===== config.mk =====
export PLATFORM = sky130hd
export DESIGN_NAME = cpu_bus_cycle_sequencer
export DESIGN_NICKNAME = d
export VERILOG_FILES = /design/src/rtl/bus_seq_pkg.sv /design/src/rtl/bus_req_if.sv /design/src/rtl/cpu_bus_cycle_sequencer.sv /design/src/rtl/wait_counter.sv
export VERILOG_INCLUDE_DIRS = /design/src /design/src/rtl
export SDC_FILE = /design/constraint.sdc
export NUM_CORES = 1
export LEC_CHECK = 0
export BUFFER_PORTS_ARGS = -buffer_cell sky130_fd_sc_hd__buf_2
export CORE_UTILIZATION = 51
export DETAILED_ROUTE_END_ITERATION = 7
export HOLD_SLACK_MARGIN = 0.08
export PLACE_DENSITY = 0.79
export REMOVE_ABC_BUFFERS = 1
export SETUP_SLACK_MARGIN = 0.5
export SLEW_MARGIN = 20
export SYNTH_ARGS = -nofsm -noshare
export SYNTH_HDL_FRONTEND = slang
export SYNTH_SLANG_ARGS = --single-unit

===== constraint.sdc =====
create_clock -name core_clk -period 4.3 [get_ports core_clk]
set_input_delay 0.645 -clock core_clk [delete_from_list [all_inputs] [get_ports core_clk]]
set_output_delay 0.645 -clock core_clk [all_outputs]
set_load 0.03 [all_outputs]

===== src/rtl/bus_seq_cfg.svh =====
// Constants for the bus cycle sequencer
`ifndef BUS_SEQ_CFG_SVH
`define BUS_SEQ_CFG_SVH
`define ADDR_W 20
`define DATA_W 16
`define RESET_SYNC_STAGES 2
`define TIMER_WAITS 4'h1
`define PERIPH_WAITS 4'h0
`define INTA_CYCLES 2'h2
`define UPPER_ADDR_LSB 16
`endif


===== src/rtl/bus_seq_pkg.sv =====
// Types shared by the bus cycle sequencer files
package bus_seq_pkg;
  typedef enum logic [2:0] {
    ST_IDLE, ST_T1, ST_T2, ST_T3, ST_T4, ST_HOLD
  } bus_state_t;
  typedef enum logic [2:0] {
    CYC_MEM_RD, CYC_IO_RD, CYC_FETCH, CYC_REFRESH,
    CYC_MEM_WR, CYC_IO_WR, CYC_HALT, CYC_INTA
  } cycle_kind_t;
endpackage


===== src/rtl/bus_req_if.sv =====
// Request and answer group between the sequencer and its wait counter
`timescale 1ns/1ps
interface bus_req_if;
  logic load;
  logic [3:0] count;
  logic tick;
  logic done;
  modport seq (output load, output count, output tick, input done);
  modport cnt (input load, input count, input tick, output done);
endinterface


===== src/rtl/cpu_bus_cycle_sequencer.sv =====
// Bus cycle sequencer: T1..T4 states, waits, halt, cascade acknowledge, reset
//////////////////////////////////////////////////////////////////////////////
// Notes on behaviour
// - Reset takes effect at once; its release is synchronised to the clock over two stages.
// - Reset aborts any cycle at once; strobes go inactive and float in the same state.
// - In reset lock, strap and upper address pins become pulled-up inputs.
// - Only the strap pin may be pulled low in reset; low selects isolation test.
// - Each ordinary bus cycle runs T1, T2, T3 in order, then T4 only if another cycle is pending.
// - Idle state is taken whenever no bus cycle is pending.
// - T3 repeats while programmed waits remain or, on external accesses, ready is missing.
// - After T3 go to T4 if a cycle is pending, otherwise to idle.
// - Only T3, idle and hold repeat; T1, T2, T4 last one state.
// - One read shape and one write shape; kinds differ in address and status.
// - Halt floats data bus after a read, else drives; no strobes.
// - Cascade acknowledge runs two cycles, address invalid, no read or write.
// - Each internal register occupies one 16-bit word.
// - Software writes zero to undefined bits; read value not guaranteed.
// - Internal register access still runs an external cycle, no chip select.
// - Internal register reads ignore the external data bus.
// - Internal accesses take zero waits, timer registers take one.
//////////////////////////////////////////////////////////////////////////////
`timescale 1ns/1ps
`include "bus_seq_cfg.svh"
module cpu_bus_cycle_sequencer #(
  parameter int ADDR_W = `ADDR_W,
  parameter int DATA_W = `DATA_W
) (
  input wire logic core_clk,
  input wire logic rst_n,
  input wire logic clk_en,
  // Core side request
  input wire logic req_valid,
  output logic req_ready,
  input wire bus_seq_pkg::cycle_kind_t req_kind,
  input wire logic [ADDR_W-1:0] req_addr,
  input wire logic [DATA_W-1:0] req_wdata,
  input wire logic req_internal,
  input wire logic req_timer,
  input wire logic [3:0] req_cs_waits,
  input wire logic req_pending_next,
  input wire logic [DATA_W-1:0] internal_rdata,
  output logic rsp_valid,
  output logic [DATA_W-1:0] rsp_rdata,
  // Pins
  input wire logic ready_in,
  input wire logic bus_request_in,
  output logic bus_grant_out,
  output logic ale_out,
  output logic rd_n_out,
  output logic rd_n_oe,
  output logic wr_n_out,
  output logic wr_n_oe,
  output logic data_buffer_enable_n,
  output logic den_oe,
  output logic chip_select_en,
  output logic [2:0] status_out,
  input wire logic [DATA_W-1:0] ad_in,
  output logic [DATA_W-1:0] ad_out,
  output logic ad_oe,
  output logic [3:0] upper_addr_out,
  output logic upper_addr_oe,
  input wire logic addr19_test_strap,
  output logic lock_oe,
  output logic isolation_test_mode,
  output logic bus_state_idle
);
  initial begin
    if (DATA_W != 16 || ADDR_W != 20) begin
      $error("Bus widths must be 16 data and 20 address");
    end
  end
  //////////////////////////////////////////////////////////////////////////////
  // Reset synchroniser; asserts at once, releases only after two clock edges
  logic [1:0] rst_sync_reg;
  always_ff @(posedge core_clk or negedge rst_n) begin
    if (!rst_n) begin
      rst_sync_reg <= 2'h0;
    end else begin
      rst_sync_reg <= {rst_sync_reg[0], 1'b1};
    end
  end
  logic rst_int_n;
  assign rst_int_n = rst_sync_reg[1];
  //////////////////////////////////////////////////////////////////////////////
  // Input synchronisers: three stages; ready and hold request change when stages 2 and 3 agree, the strap copy is unused
  logic [2:0] rdy_sync_reg;
  logic [2:0] hreq_sync_reg;
  logic [2:0] strap_sync_reg;
  always_ff @(posedge core_clk or negedge rst_int_n) begin
    if (!rst_int_n) begin
      rdy_sync_reg <= 3'h0;
      hreq_sync_reg <= 3'h0;
      strap_sync_reg <= 3'h7;
    end else if (clk_en) begin
      rdy_sync_reg <= {rdy_sync_reg[1:0], ready_in};
      hreq_sync_reg <= {hreq_sync_reg[1:0], bus_request_in};
      strap_sync_reg <= {strap_sync_reg[1:0], addr19_test_strap};
    end
  end
  function automatic logic agreed(input logic [2:0] s, input logic prev);
    agreed = (s[2] == s[1]) ? s[2] : prev;
  endfunction
  //////////////////////////////////////////////////////////////////////////////
  // Strap capture: sampled while the raw reset is low, held after release
  logic strap_reg;
  always_ff @(posedge core_clk) begin
    if (!rst_n) begin
      strap_reg <= addr19_test_strap;
    end
  end
  assign isolation_test_mode = !strap_reg;
  //////////////////////////////////////////////////////////////////////////////
  // Wait counter
  bus_req_if w ();
  wait_counter u_wait (
    .core_clk(core_clk),
    .rst_int_n(rst_int_n),
    .clk_en(clk_en),
    .w(w)
  );
  //////////////////////////////////////////////////////////////////////////////
  // Sequencer state
  typedef struct packed {
    bus_seq_pkg::bus_state_t st;
    bus_seq_pkg::cycle_kind_t kind;
    logic [ADDR_W-1:0] addr;
    logic [DATA_W-1:0] wdata;
    logic [DATA_W-1:0] rdata;
    logic internal;
    logic last_read;
    logic [1:0] inta_left;
    logic rdy;
    logic hreq;
    logic rsp;
    logic started;
  } seq_state_t;
  seq_state_t s_reg;
  seq_state_t s_next;
  function automatic logic is_read(input bus_seq_pkg::cycle_kind_t k);
    is_read = (k == bus_seq_pkg::CYC_MEM_RD) || (k == bus_seq_pkg::CYC_IO_RD) ||
      (k == bus_seq_pkg::CYC_FETCH) || (k == bus_seq_pkg::CYC_REFRESH);
  endfunction
  function automatic logic is_write(input bus_seq_pkg::cycle_kind_t k);
    is_write = (k == bus_seq_pkg::CYC_MEM_WR) || (k == bus_seq_pkg::CYC_IO_WR);
  endfunction
  logic take;
  logic waits_done;
  assign waits_done = w.done;
  always_comb begin
    s_next = s_reg;
    s_next.rsp = 1'b0;
    s_next.rdy = agreed(rdy_sync_reg, s_reg.rdy);
    s_next.hreq = agreed(hreq_sync_reg, s_reg.hreq);
    w.load = 1'b0;
    w.count = 4'h0;
    w.tick = 1'b0;
    take = 1'b0;
    case (s_reg.st)
      bus_seq_pkg::ST_IDLE: begin
        if (s_reg.hreq) begin
          s_next.st = bus_seq_pkg::ST_HOLD;
        end else if (s_reg.inta_left != 2'h0) begin
          s_next.st = bus_seq_pkg::ST_T1;
        end else if (req_valid) begin
          take = 1'b1;
          s_next.kind = req_kind;
          s_next.addr = req_addr;
          s_next.wdata = req_wdata;
          s_next.internal = req_internal;
          s_next.inta_left = (req_kind == bus_seq_pkg::CYC_INTA) ? `INTA_CYCLES : 2'h0;
          s_next.st = bus_seq_pkg::ST_T1;
        end else begin
          s_next.st = bus_seq_pkg::ST_IDLE;
        end
      end
      bus_seq_pkg::ST_T1: begin
        s_next.st = bus_seq_pkg::ST_T2;
        w.load = 1'b1;
        if (req_internal_hold()) begin
          w.count = s_reg.internal && req_timer ? `TIMER_WAITS : `PERIPH_WAITS;
        end else begin
          w.count = req_cs_waits;
        end
      end
      bus_seq_pkg::ST_T2: begin
        s_next.st = bus_seq_pkg::ST_T3;
      end
      bus_seq_pkg::ST_T3: begin
        w.tick = 1'b1;
        if (waits_done && (s_reg.rdy || s_reg.internal)) begin
          if (is_read(s_reg.kind) || s_reg.kind == bus_seq_pkg::CYC_INTA) begin
            s_next.rdata = s_reg.internal ? internal_rdata : ad_in;
          end
          if (s_reg.kind == bus_seq_pkg::CYC_INTA) begin
            s_next.inta_left = s_reg.inta_left - 2'h1;
          end
          s_next.st = (req_pending_next || s_reg.inta_left == 2'h2)
            ? bus_seq_pkg::ST_T4 : bus_seq_pkg::ST_IDLE;
          s_next.rsp = (s_reg.kind != bus_seq_pkg::CYC_INTA) || (s_reg.inta_left == 2'h1);
          s_next.last_read = is_read(s_reg.kind);
        end else begin
          s_next.st = bus_seq_pkg::ST_T3;
        end
      end
      bus_seq_pkg::ST_T4: begin
        s_next.st = bus_seq_pkg::ST_IDLE;
      end
      bus_seq_pkg::ST_HOLD: begin
        if (!s_reg.hreq) begin
          s_next.st = bus_seq_pkg::ST_IDLE;
        end
      end
      default: begin
        s_next.st = bus_seq_pkg::ST_IDLE;
      end
    endcase
  end
  // Internal accesses get fixed waits; chip select waits apply to external ones
  function automatic logic req_internal_hold();
    req_internal_hold = s_reg.internal;
  endfunction
  always_ff @(posedge core_clk or negedge rst_int_n) begin
    if (!rst_int_n) begin
      s_reg <= '0;
    end else if (clk_en) begin
      s_reg <= s_next;
    end
  end
  assign req_ready = take;
  //////////////////////////////////////////////////////////////////////////////
  // Pin drive; in reset every strobe is released so pullups hold the lines
  logic in_rst;
  logic rd_ph;
  logic wr_ph;
  logic data_ph;
  logic strobe_cyc;
  assign in_rst = !rst_int_n;
  assign rd_ph = (s_reg.st == bus_seq_pkg::ST_T2) || (s_reg.st == bus_seq_pkg::ST_T3);
  assign strobe_cyc = (s_reg.kind != bus_seq_pkg::CYC_HALT);
  assign wr_ph = rd_ph;
  assign data_ph = rd_ph && strobe_cyc;
  logic drive_bus;
  assign drive_bus = !in_rst && (s_reg.st != bus_seq_pkg::ST_HOLD);
  logic [DATA_W-1:0] ad_q;
  logic ad_oe_q;
  always_ff @(posedge core_clk or negedge rst_int_n) begin
    if (!rst_int_n) begin
      ad_q <= 16'h0000;
      ad_oe_q <= 1'b0;
    end else if (clk_en) begin
      if (s_next.st == bus_seq_pkg::ST_T1) begin
        ad_q <= s_next.addr[DATA_W-1:0];
        // A halt after a read keeps the bus floating from its first state on
        ad_oe_q <= (s_next.kind == bus_seq_pkg::CYC_HALT) ? !s_next.last_read : 1'b1;
      end else if (s_next.st == bus_seq_pkg::ST_T2) begin
        ad_q <= s_reg.wdata;
        ad_oe_q <= s_reg.kind == bus_seq_pkg::CYC_HALT ? !s_reg.last_read
          : is_write(s_reg.kind);
      end else if (s_next.st == bus_seq_pkg::ST_HOLD) begin
        ad_oe_q <= 1'b0;
      end
    end
  end
  assign ad_out = ad_q;
  assign ad_oe = ad_oe_q && drive_bus;
  assign ale_out = drive_bus && s_reg.st == bus_seq_pkg::ST_T1;
  assign rd_n_out = !(drive_bus && rd_ph && is_read(s_reg.kind));
  assign wr_n_out = !(drive_bus && wr_ph && is_write(s_reg.kind));
  assign rd_n_oe = drive_bus;
  assign wr_n_oe = drive_bus;
  assign den_oe = drive_bus;
  assign data_buffer_enable_n = !(drive_bus && data_ph);
  assign chip_select_en = drive_bus && !s_reg.internal &&
    s_reg.kind != bus_seq_pkg::CYC_INTA;
  assign status_out = s_reg.kind;
  assign upper_addr_out = (s_reg.kind == bus_seq_pkg::CYC_INTA) ? 4'h0
    : s_reg.addr[ADDR_W-1:`UPPER_ADDR_LSB];
  assign upper_addr_oe = drive_bus;
  assign lock_oe = drive_bus;
  assign bus_grant_out = s_reg.st == bus_seq_pkg::ST_HOLD;
  assign bus_state_idle = s_reg.st == bus_seq_pkg::ST_IDLE;
  assign rsp_valid = s_reg.rsp;
  assign rsp_rdata = s_reg.rdata;
  logic unused_ok;
  assign unused_ok = strap_sync_reg[2];
endmodule


===== src/rtl/wait_counter.sv =====
// Wait state counter for T3 extension
`timescale 1ns/1ps
module wait_counter (
  input wire logic core_clk,
  input wire logic rst_int_n,
  input wire logic clk_en,
  bus_req_if.cnt w
);
  typedef struct packed {
    logic [3:0] left;
  } cnt_state_t;
  cnt_state_t s_reg;
  cnt_state_t s_next;
  always_comb begin
    s_next = s_reg;
    if (w.load) begin
      s_next.left = w.count;
    end else if (w.tick && s_reg.left != 4'h0) begin
      s_next.left = s_reg.left - 4'h1;
    end
  end
  always_ff @(posedge core_clk or negedge rst_int_n) begin
    if (!rst_int_n) begin
      s_reg <= '0;
    end else if (clk_en) begin
      s_reg <= s_next;
    end
  end
  assign w.done = (s_reg.left == 4'h0);
endmodule


Word level (Yosys, flattened, before mapping) --
Index checks and enable logic that the tools add are counted.
Storage, ports and cells: input port bits 85, register bits after elaboration 95, logic and storage cells 138, output and inout bits 55
Cells by class: multiplexer cells 41, reductions and logical operators 46, bitwise logic cells 2, equal/unequal tests 28, add/sub/neg operators 2
Operators with widths (number):
- $mux 39 | 4
- $mux 16 | 3
- $eq 3x3->1 const B | 8
- $mux 4 | 5
- $mux 1 | 17
- $eq 3x2->1 const B | 5
- $mux 3 | 5
- $pmux 3 s5 | 1
- $logic_and 1x1->1 | 13
- $mux 2 | 5
- $reduce_and 2->1 | 5
- $eq 3x1->1 const B | 3
- $logic_or 1x1->1 | 9
- $ne 3x3->1 const B | 3
- $ne 2x2->1 const B | 4
- $reduce_bool 2->1 | 4
- $logic_not 1->1 | 7
- $reduce_and 7->1 | 1
- $logic_not 3->1 | 2
- $reduce_and 5->1 | 1
- $logic_not 4->1 | 1
- $pmux 2 s2 | 1
- $reduce_and 4->1 | 1
- $reduce_bool 4->1 | 1
- 8 further kinds | 10

Longest topological paths before layout --
Gate-level depths: netlist (run 1).
word-level depth 9, mapped depth 8, depth with buffers taken out 7

Modules after synthesis --
From an unflattened synthesis (run 1), not the netlist that was laid out.
Second synthesis, totals: cells, all modules 426, area total of the unflattened synthesis 4971.0 um2
Modules (own cells, without submodules):
- cpu_bus_cycle_sequencer | sequential area each 2282.2 um2, area each 4693.3 um2, cells an instance 398, instances 1
- wait_counter | sequential area each 100.1 um2, area each 277.8 um2, cells an instance 28, instances 1

Least setup slack after synthesis (run 1) --
OpenSTA, ideal clock, no wires.
path type register -> output, from reg rst_sync_reg[1], to out chip_select_en, buffers on the path 0, cell stages (with the launch flop) 3, data arrival time 3.315 ns, setup slack 0.340 ns, cells stage by stage dfrtp_1 -> and2_1 -> and3_1
Between the ends: word-level cells in the longest chain between the ends 3
Ends and longest elaborated chain:
- start, declared | line cpu_bus_cycle_sequencer.sv:74 | logic [1:0] rst_sync_reg;
- start signal, assigned | line cpu_bus_cycle_sequencer.sv:79 | rst_sync_reg <= {rst_sync_reg[0], 1'b1};
- $logic_and 1x1->1 | line cpu_bus_cycle_sequencer.sv:243 | assign drive_bus = !in_rst && (s_reg.st != bus_seq_pkg::ST_HOLD);
- net den_oe | line cpu_bus_cycle_sequencer.sv:54 | output logic den_oe,
- $logic_and 1x1->1 (2 in a row) | line cpu_bus_cycle_sequencer.sv:273 | assign chip_select_en = drive_bus && !s_reg.internal &&
- end, declared | line cpu_bus_cycle_sequencer.sv:55 | output logic chip_select_en,
The timed path passes the listed nets, and every way through them passes these cells.

Final worst setup path (run 1) --
from reg s_reg[65] in the netlist's numbering, to out req_ready
Between the ends: word-level cells in the longest chain between the ends 2
Ends and longest elaborated chain:
- start, declared | line cpu_bus_cycle_sequencer.sv:137 | seq_state_t s_reg;
- start signal, assigned | line cpu_bus_cycle_sequencer.sv:226 | s_reg <= s_next;
- $logic_not 3->1 | line cpu_bus_cycle_sequencer.sv:158 | case (s_reg.st)
- $mux 1 | line cpu_bus_cycle_sequencer.sv:158
- end, declared | line cpu_bus_cycle_sequencer.sv:33 | output logic req_ready,
Every way passes these cells.

==> results of run 1 <==
final cells by class:
cell class              instances  area [sq um]  area share
well taps                     108         135.1     0.02456
flip-flops and latches         95          2386      0.4337
inverters                      12         45.04    0.008187
clock buffers                   9         123.9     0.02252
multi-input cells             256          1993      0.3623
clock inverters                 7         75.07     0.01365
repair buffers                144         743.2      0.1351
routing by layer:
layer	vias to the layer above	GRT usage
li1	1643	-
met1	1683	0.2807
met2	84	0.3711
met3	12	0.03794
met4	0	0.08037
met5	-	0
power groups by stage:
| stage | Clock [mW] | Sequential (mW) | Combinational (mW) |
|---|---|---|---|
| global route | 0.635 | 1.28 | 1.10 |
| global placement | 0 | 1.25 | 0.988 |
| floorplan | 0 | 1.51 | 0.419 |
| detailed placement | 0 | 1.26 | 1.01 |
| finish | 0.581 | 1.24 | 1.01 |
| CTS | 0.597 | 1.24 | 1.01 |
cell families after synthesis:
logic type / Yosys count
adder cells (fa/ha/maj): 5
buffers and inverters: 58
flip-flops: 95
AO/OA/AOI/OAI: 92
multiplexers: 76
AND/OR/NAND/NOR: 81
other: 1
XOR/XNOR: 1
layout by cell type (no fill, tap or decap), types with 7 or more instances in the layout:
master,instances
and2_1,7
mux2_4,40
dfrtp_1,93
o22ai_1,16
nand2_1,31
a21oi_1,23
nor2_1,9
buf_2,139
inv_1,12
clkbuf_8,9
o21ai_0,37
mux2i_1,32
worst paths after layout:
path / end / slack [ns]
min in group core_clk: rst_sync_reg[1] / 0.36
min: u_wait.s_reg[1] / 0.25
max reg2reg: s_reg[47] / 1.57
max in group asynchronous: s_reg[43] / 2.89
max: req_ready / 1.43
min reg2reg: u_wait.s_reg[1] / 0.25
per-stage QoR:
step / util / hold WS, ns / power (mW) / instances / setup TNS, ns
2_1_floorplan: - / 0.3312 / 1.933 / 363 / -0.4564
3_3_place_gp: 0.5964 / 0.2648 / 2.235 / 613 / 0
3_5_place_dp: 0.5964 / 0.2684 / 2.273 / 613 / 0
4_1_cts: 0.6201 / 0.2629 / 2.854 / 630 / 0
5_1_grt: 0.6217 / 0.2967 / 3.009 / 631 / 0
6_report: 0.6217 / 0.2488 / 2.833 / 631 / 0
worst register-to-register path, stage by stage (launching register included):
cell	delay, ns
dfrtp_1	0.56
nor4_2	0.33
and3_1	0.65
nand2_4	0.58
mux2_4	0.51
==> out/qor.txt, run 1 <==
Share of cells above drive strength 1 -> 0.3977
FF-to-FF Start -> s_reg[65]
Pre-CTS setup slack -> 1.585 ns
Number of fill cells -> 765
Wire per inst -> 15.81 um
Fraction of synthesized area in multiplexers -> 0.2040
Post-synthesis cell count -> 409
Fin crit share -> 0.6678
Status -> complete, but fails checks
Drc violations -> 8
Leak -> 2.783 nW
# port buffers -> 139
Setup crit start kind -> flip-flop
Vias -> 3,422
Rel. slew slack -> 0.4562
Xor/xnor share of the synthesized area -> 0.001849
Final Instance Area -> 5502 sq um
Share of synthesized cell area in full adder, half adder and majority cells -> 0.01321
TritonCTS Sinks -> 95
Net Sw Frac -> 0.4174
Synth top area share -> 0.4967
Skew final -> 0.01629 ns
Worst min path class -> reg -> async
Critical path buffers and inverters -> 1
Clock root buffer -> clkbuf_8
Metal3 WL -> 367 um
Estimated wirelength of the detail-placed design -> 7109 um
Synth warn -> 0
Register share of total power -> 0.439
Largest net degree at the start of global routing -> 66
Placed cell area -> 5278 sq um
Overall Global Routing Usage -> 0.2181
Post-synthesis sequential area ratio -> 0.5030
Total CTS buffers -> 9
Peak VDD IR -> 224.2 uV
Area contributors post-synth -> dfrtp_1 50%, mux2_4 13%, mux2i_1 6.8%, buf_4 4.4%, o21ai_0 3.9%
Final hold vios -> 0
CTS clk-pin slew, worst paths -> 0.10 ns
DR WL met2 -> 5110 um
Net load switching power -> 1.182 mW
Pint -> 1.651 mW
Final GP Congestion -> 0.8060
Clk_lat worst skew -> 0.36 ns
Setup Fix Bufs, Post-CTS -> 0
Period minus WS final -> 2.872 ns
M1 WL -> 4364 um
Die width -> 98.37 um
# hold bufs at CTS -> 1
# setup viols final -> 0
CP Capture Type -> output pin
Synth Area in Simple Gates -> 0.09247
Num ports -> 140
H-tree depth -> 3
Reg2reg path depth -> 4
Worst Setup Path Type -> reg -> out
Max Fclk -> 0.3482 GHz
Routed wire length -> 9974 um
Synthesis-stage register bit count -> 95
Max-slew violations -> 0
Post-synth top cells -> 94 x dfrtp_1, 40 x mux2_4, 37 x o21ai_0, 32 x mux2i_1, 31 x nand2_1
Worst path max stage delay -> 0.65 ns
Rows -> 34
Post-route ant nets -> 0
Worst Path Arrival -> 2.23 ns
Worst Path Required -> 3.65 ns
Initial antenna violation count -> 0
First-pass GRT wire length -> 16,790 um
Die H -> 98.37 um
Synth async-reset ratio -> 0.9895
Worst-path cell chain -> nor4_2 > and3_1 > buf_2
CTS tree -> done
Yosys cell types -> 46
Area delta synth->final -> 16.17%
Max reg flops -> 45
Post-layout nets -> 608
CTS resizes -> 0
Slew @ Worst Pin -> 0.8157 ns
DRT iter0 DRCs -> 175
Most used DFF post-synth -> dfrtp_1
Count of flip-flops with a built-in enable after synthesis -> 1
Setup ws final -> 1.428 ns
Vias per inst -> 5.423
Die Footprint -> 9676 sq um
CP max FO -> 13
CTS Buffer Depth -> 2
Synth Cell Area -> 4736 sq um
Top Layer Used -> met4
MaxCap Viol Count -> 0
Delay-heaviest family, CP -> simple AND/OR/NAND/NOR gates
PwrDens -> 515.0 nW/um^2
Largest family of logic cells by synthesized area -> multiplexers
Combinational Power Share -> 0.356
Clock power frac -> 0.205
RSZ-0062 raised after global routing -> no
Failing checks -> design-rule violations
Mapped Avg Cell Area -> 11.58 sq um
TritonRoute pass-1 iters -> 6
Vias in the first global route -> 3,514
Worst path slowest cell -> and3_1
Count leader, synth -> dfrtp_1
Compound-cell area share of the yosys netlist -> 0.1086
CP Depth -> 3
Overflow after GRT -> 0
Area leader, netlist -> dfrtp_1
Initial Util -> 0.5352
Area of the core -> 8848 sq um
CP startpoint -> s_reg[65]
N_diodes -> 0
Power figures use the tool's default switching activity.
==> run 2: changes to the inputs <==
--- a/config.mk
+++ b/config.mk
@@ -6,11 +6,12 @@
 export SDC_FILE = /design/constraint.sdc
 export NUM_CORES = 1
 export LEC_CHECK = 0
+export ABC_AREA = 1
 export BUFFER_PORTS_ARGS = -buffer_cell sky130_fd_sc_hd__buf_2
-export CORE_UTILIZATION = 51
+export CORE_UTILIZATION = 47
 export DETAILED_ROUTE_END_ITERATION = 7
 export HOLD_SLACK_MARGIN = 0.08
-export PLACE_DENSITY = 0.79
+export PLACE_DENSITY = 0.76
 export REMOVE_ABC_BUFFERS = 1
 export SETUP_SLACK_MARGIN = 0.5
 export SLEW_MARGIN = 20
==> constraint.sdc (replaced) <==
create_clock -name core_clk -period 2.6 [get_ports core_clk]
set_input_delay 0.39 -clock core_clk [delete_from_list [all_inputs] [get_ports core_clk]]
set_output_delay 0.39 -clock core_clk [all_outputs]
set_load 0.03 [all_outputs]
==> run 2 against run 1 <==
Net effect: the run now ends clean; total power increased by 96%; sequential share of layout area decreased by 2.1 points; sequential cell count unchanged; die area increased by 12%; hold slack got worse by 0.13 ns; register-to-register slack got worse by 0.95 ns; critical path type unchanged; largest cell class unchanged; largest power group is now combinational logic.
==> out/qor.txt, run 2 <==
Status -> completed
CTS clk-pin slew, worst paths -> 0.09 ns (about the same)
Area leader, netlist -> dfrtp_1
Vias per inst -> 4.899 (-9.7%)
Combinational Power Share -> 0.421 (+0.065)
Rows -> 36 (+5.9%)
Post-route ant nets -> 0 (unchanged)
Mapped Avg Cell Area -> 8.661 sq um (-25%)
Synth async-reset ratio -> 0.9895 (unchanged)
Clk_lat worst skew -> 0.36 ns (about the same)
Power, Total -> 5.560 mW (+96%)
CTS tree -> done
Max-slew violations -> 0 (unchanged)
Die H -> 104.0 um (+5.8%)
Clock power frac -> 0.194 (-0.011)
Estimated wirelength of the detail-placed design -> 7614 um (+7.1%)
CP Capture Type -> output pin
Most frequent cells in the layout -> 173 x nand2_1, 139 x buf_2, 93 x dfrtp_1
Worst Path Arrival -> 1.74 ns (-0.49 ns)
Count leader, synth -> nand2_1
Die Footprint -> 10,820 sq um (+12%)
PwrDens -> 960.6 nW/um^2 (+87%)
Share of cells above drive strength 1 -> 0.3265 (-0.07117)
Synth top area share -> 0.4807 (-0.01600)
Die width -> 104.0 um (+5.8%)
Synthesis-stage register bit count -> 95 (unchanged)
# setup viols final -> 0 (unchanged)
Area contributors post-synth -> dfrtp_1 48%, nand2_1 13%, o21ai_0 6.1%, mux2_2 4.6%, buf_4 4.0%
Net load switching power -> 2.345 mW (+98%)
# port buffers -> 139 (unchanged)
Skew final -> 0.01214 ns (-0.004153 ns)
Final GP Congestion -> 0.8782 (+9.0%)
H-tree depth -> 3 (unchanged)
Post-layout nets -> 771 (+27%)
Total CTS buffers -> 9 (unchanged)
Pint -> 3.215 mW (+95%)
Count of flip-flops with a built-in enable after synthesis -> 1 (unchanged)
MaxCap Viol Count -> 0 (unchanged)
Most used DFF post-synth -> dfrtp_1
Slew @ Worst Pin -> 0.8110 ns (-0.004684 ns)
Util after Layout -> 0.5841 (-0.03766)
Num ports -> 140 (unchanged)
Synth Cell Area -> 4893 sq um (+3.3%)
N_diodes -> 0 (unchanged)
Synth warn -> 0 (unchanged)
Post-synthesis cell count -> 565 (+38%)
Post-synth top cells -> 174 x nand2_1, 94 x dfrtp_1, 60 x o21ai_0, 45 x inv_1, 33 x nor2_1
Post-synthesis sequential area ratio -> 0.4868 (-0.01621)
TritonRoute pass-1 iters -> 5 (-1)
Fin crit share -> 0.8209
Worst Setup Path Type -> reg -> out
Commonest non-fill, non-tap cell in the layout -> nand2_1
Worst Path Required -> 2.21 ns (-1.44 ns)
CTS Buffer Depth -> 2 (unchanged)
Net Sw Frac -> 0.4217 (+0.004367)
Overall Global Routing Usage -> 0.2109 (-0.007258)
DRT iter0 DRCs -> 183 (+4.6%)
RSZ-0062 raised after global routing -> yes
Max Fclk -> 0.4685 GHz
Area delta synth->final -> 18.28%
Yosys cell types -> 37 (-20%)
Rel. slew slack -> 0.4593 (+0.003123)
First-pass GRT wire length -> 18,400 um (+9.5%)
Largest net degree at the start of global routing -> 64 (-3.0%)
TritonCTS Sinks -> 95 (unchanged)
Vias in the first global route -> 4,066 (+16%)
Drc violations -> 0 (-8)
Final TNS setup -> 0 ns (unchanged)
Initial Util -> 0.4938 (-0.04140)
Leak -> 3.254 nW (+17%)
Worst min path class -> reg -> async
Max reg flops -> 45 (unchanged)
Peak VDD IR -> 375.9 uV (+68%)
Overflow after GRT -> 0 (unchanged)
Final hold vios -> 0 (unchanged)
Initial antenna violation count -> 0 (unchanged)
Setup crit start kind -> flip-flop
Period minus WS final -> 2.134 ns
Wire per inst -> 13.23 um (-16%)
Routed wire length -> 10,830 um (+8.6%)
Register share of total power -> 0.386 (-0.053)
Area of the core -> 9910 sq um (+12%)
CP max FO -> 6 (-7)
Clock root buffer -> clkbuf_8
Vias -> 4,012 (+17%)
## run 2: cell count changes after synthesis, moves of 23 or more
cell,previous run,this run
inv_1,12,45
mux2_4,40,0
o21ai_0,37,60
nor2_1,9,33
nand2_1,31,174
## run 2: cell families (layout without fill, tap and decap cells)
family | count (synthesis) | count (layout) | share of synthesized area
AO/OA/AOI/OAI | 83 | 83 | 0.09384
flip-flops | 95 | 95 | 0.4868
buffers and inverters | 96 | 217 | 0.1007
adder cells (fa/ha/maj) | 5 | 5 | 0.01278
other | 1 | 1 | 0.0007663
multiplexers | 36 | 36 | 0.07875
AND/OR/NAND/NOR | 248 | 248 | 0.2245
XOR/XNOR | 1 | 1 | 0.001790
## run 2: worst paths after layout
kind                                   start   endpoint  depth (start not counted)  slack [ns]
min in group core_clk      addr19_test_strap  strap_reg                          1        0.20
setup / recovery                    s_reg[4]  req_ready                          5        0.47
hold reg to reg              rst_sync_reg[1]  s_reg[29]                          0        0.12
max in group asynchronous    rst_sync_reg[1]  s_reg[45]                          1        1.49
hold / removal               rst_sync_reg[1]  s_reg[29]                          0        0.12
setup reg to reg                    s_reg[4]  ad_out[8]                         11        0.62
## run 2: final cells by class
class	count	area, sq um
timing repair inverter	1	7.507
clock buffer	10	127.6
timing repair buffer	148	769.5
inverter	52	206.4
fill	913	4121
sequential	95	2386
clock inverter	6	91.34
multi-input combinational	374	2033
tap	133	166.4
## run 2: power by group through the flow
stage | logic (mW) | clock network (mW) | registers [mW]
floorplan | 1.40 | 0 | 2.43
global placement | 2.24 | 0 | 2.14
detailed placement | 2.30 | 0 | 2.16
CTS | 2.31 | 1.10 | 2.14
global route | 2.61 | 1.16 | 2.20
finish | 2.34 | 1.08 | 2.14
## run 2: stage by stage
step / setup WS [ns] / instance area, sq um / hold slack [ns] / std cells
floorplan: -1.375 / 4603 / 0.09441 / 521
finish: 0.4657 / 5788 / 0.1183 / 819
global route: 0.3758 / 5788 / 0.1245 / 819
global placement: 0.6223 / 5517 / 0.1127 / 799
detailed placement: 0.5216 / 5517 / 0.1109 / 799
CTS: 0.5446 / 5753 / 0.1191 / 816
## run 2: layer usage
metal,vias to the layer above,part of all wire,GRT usage
li1,2000,-,-
met1,1884,0.45,0.2707
met2,114,0.49,0.3624
met3,14,0.051,0.03822
met4,0,0.015,0.06429
met5,-,0,0
## run 2: timing repair
action                                  in CTS  in global routing
setup buffers                                0                  2
endpoints found under the hold margin        2                  0
endpoints found under the setup margin       2                 22
gates cloned                                 0                  1
gates resized for setup                      2                  4
pin swaps                                    0                  1
hold buffers                                 1                  0
## run 2: worst max-delay path: stages (launching register included)
cell     delay (ns)
dfrtp_1        0.39
inv_1          0.12
ha_1           0.19
nand3_1        0.15
nor2_4         0.28
buf_2          0.27
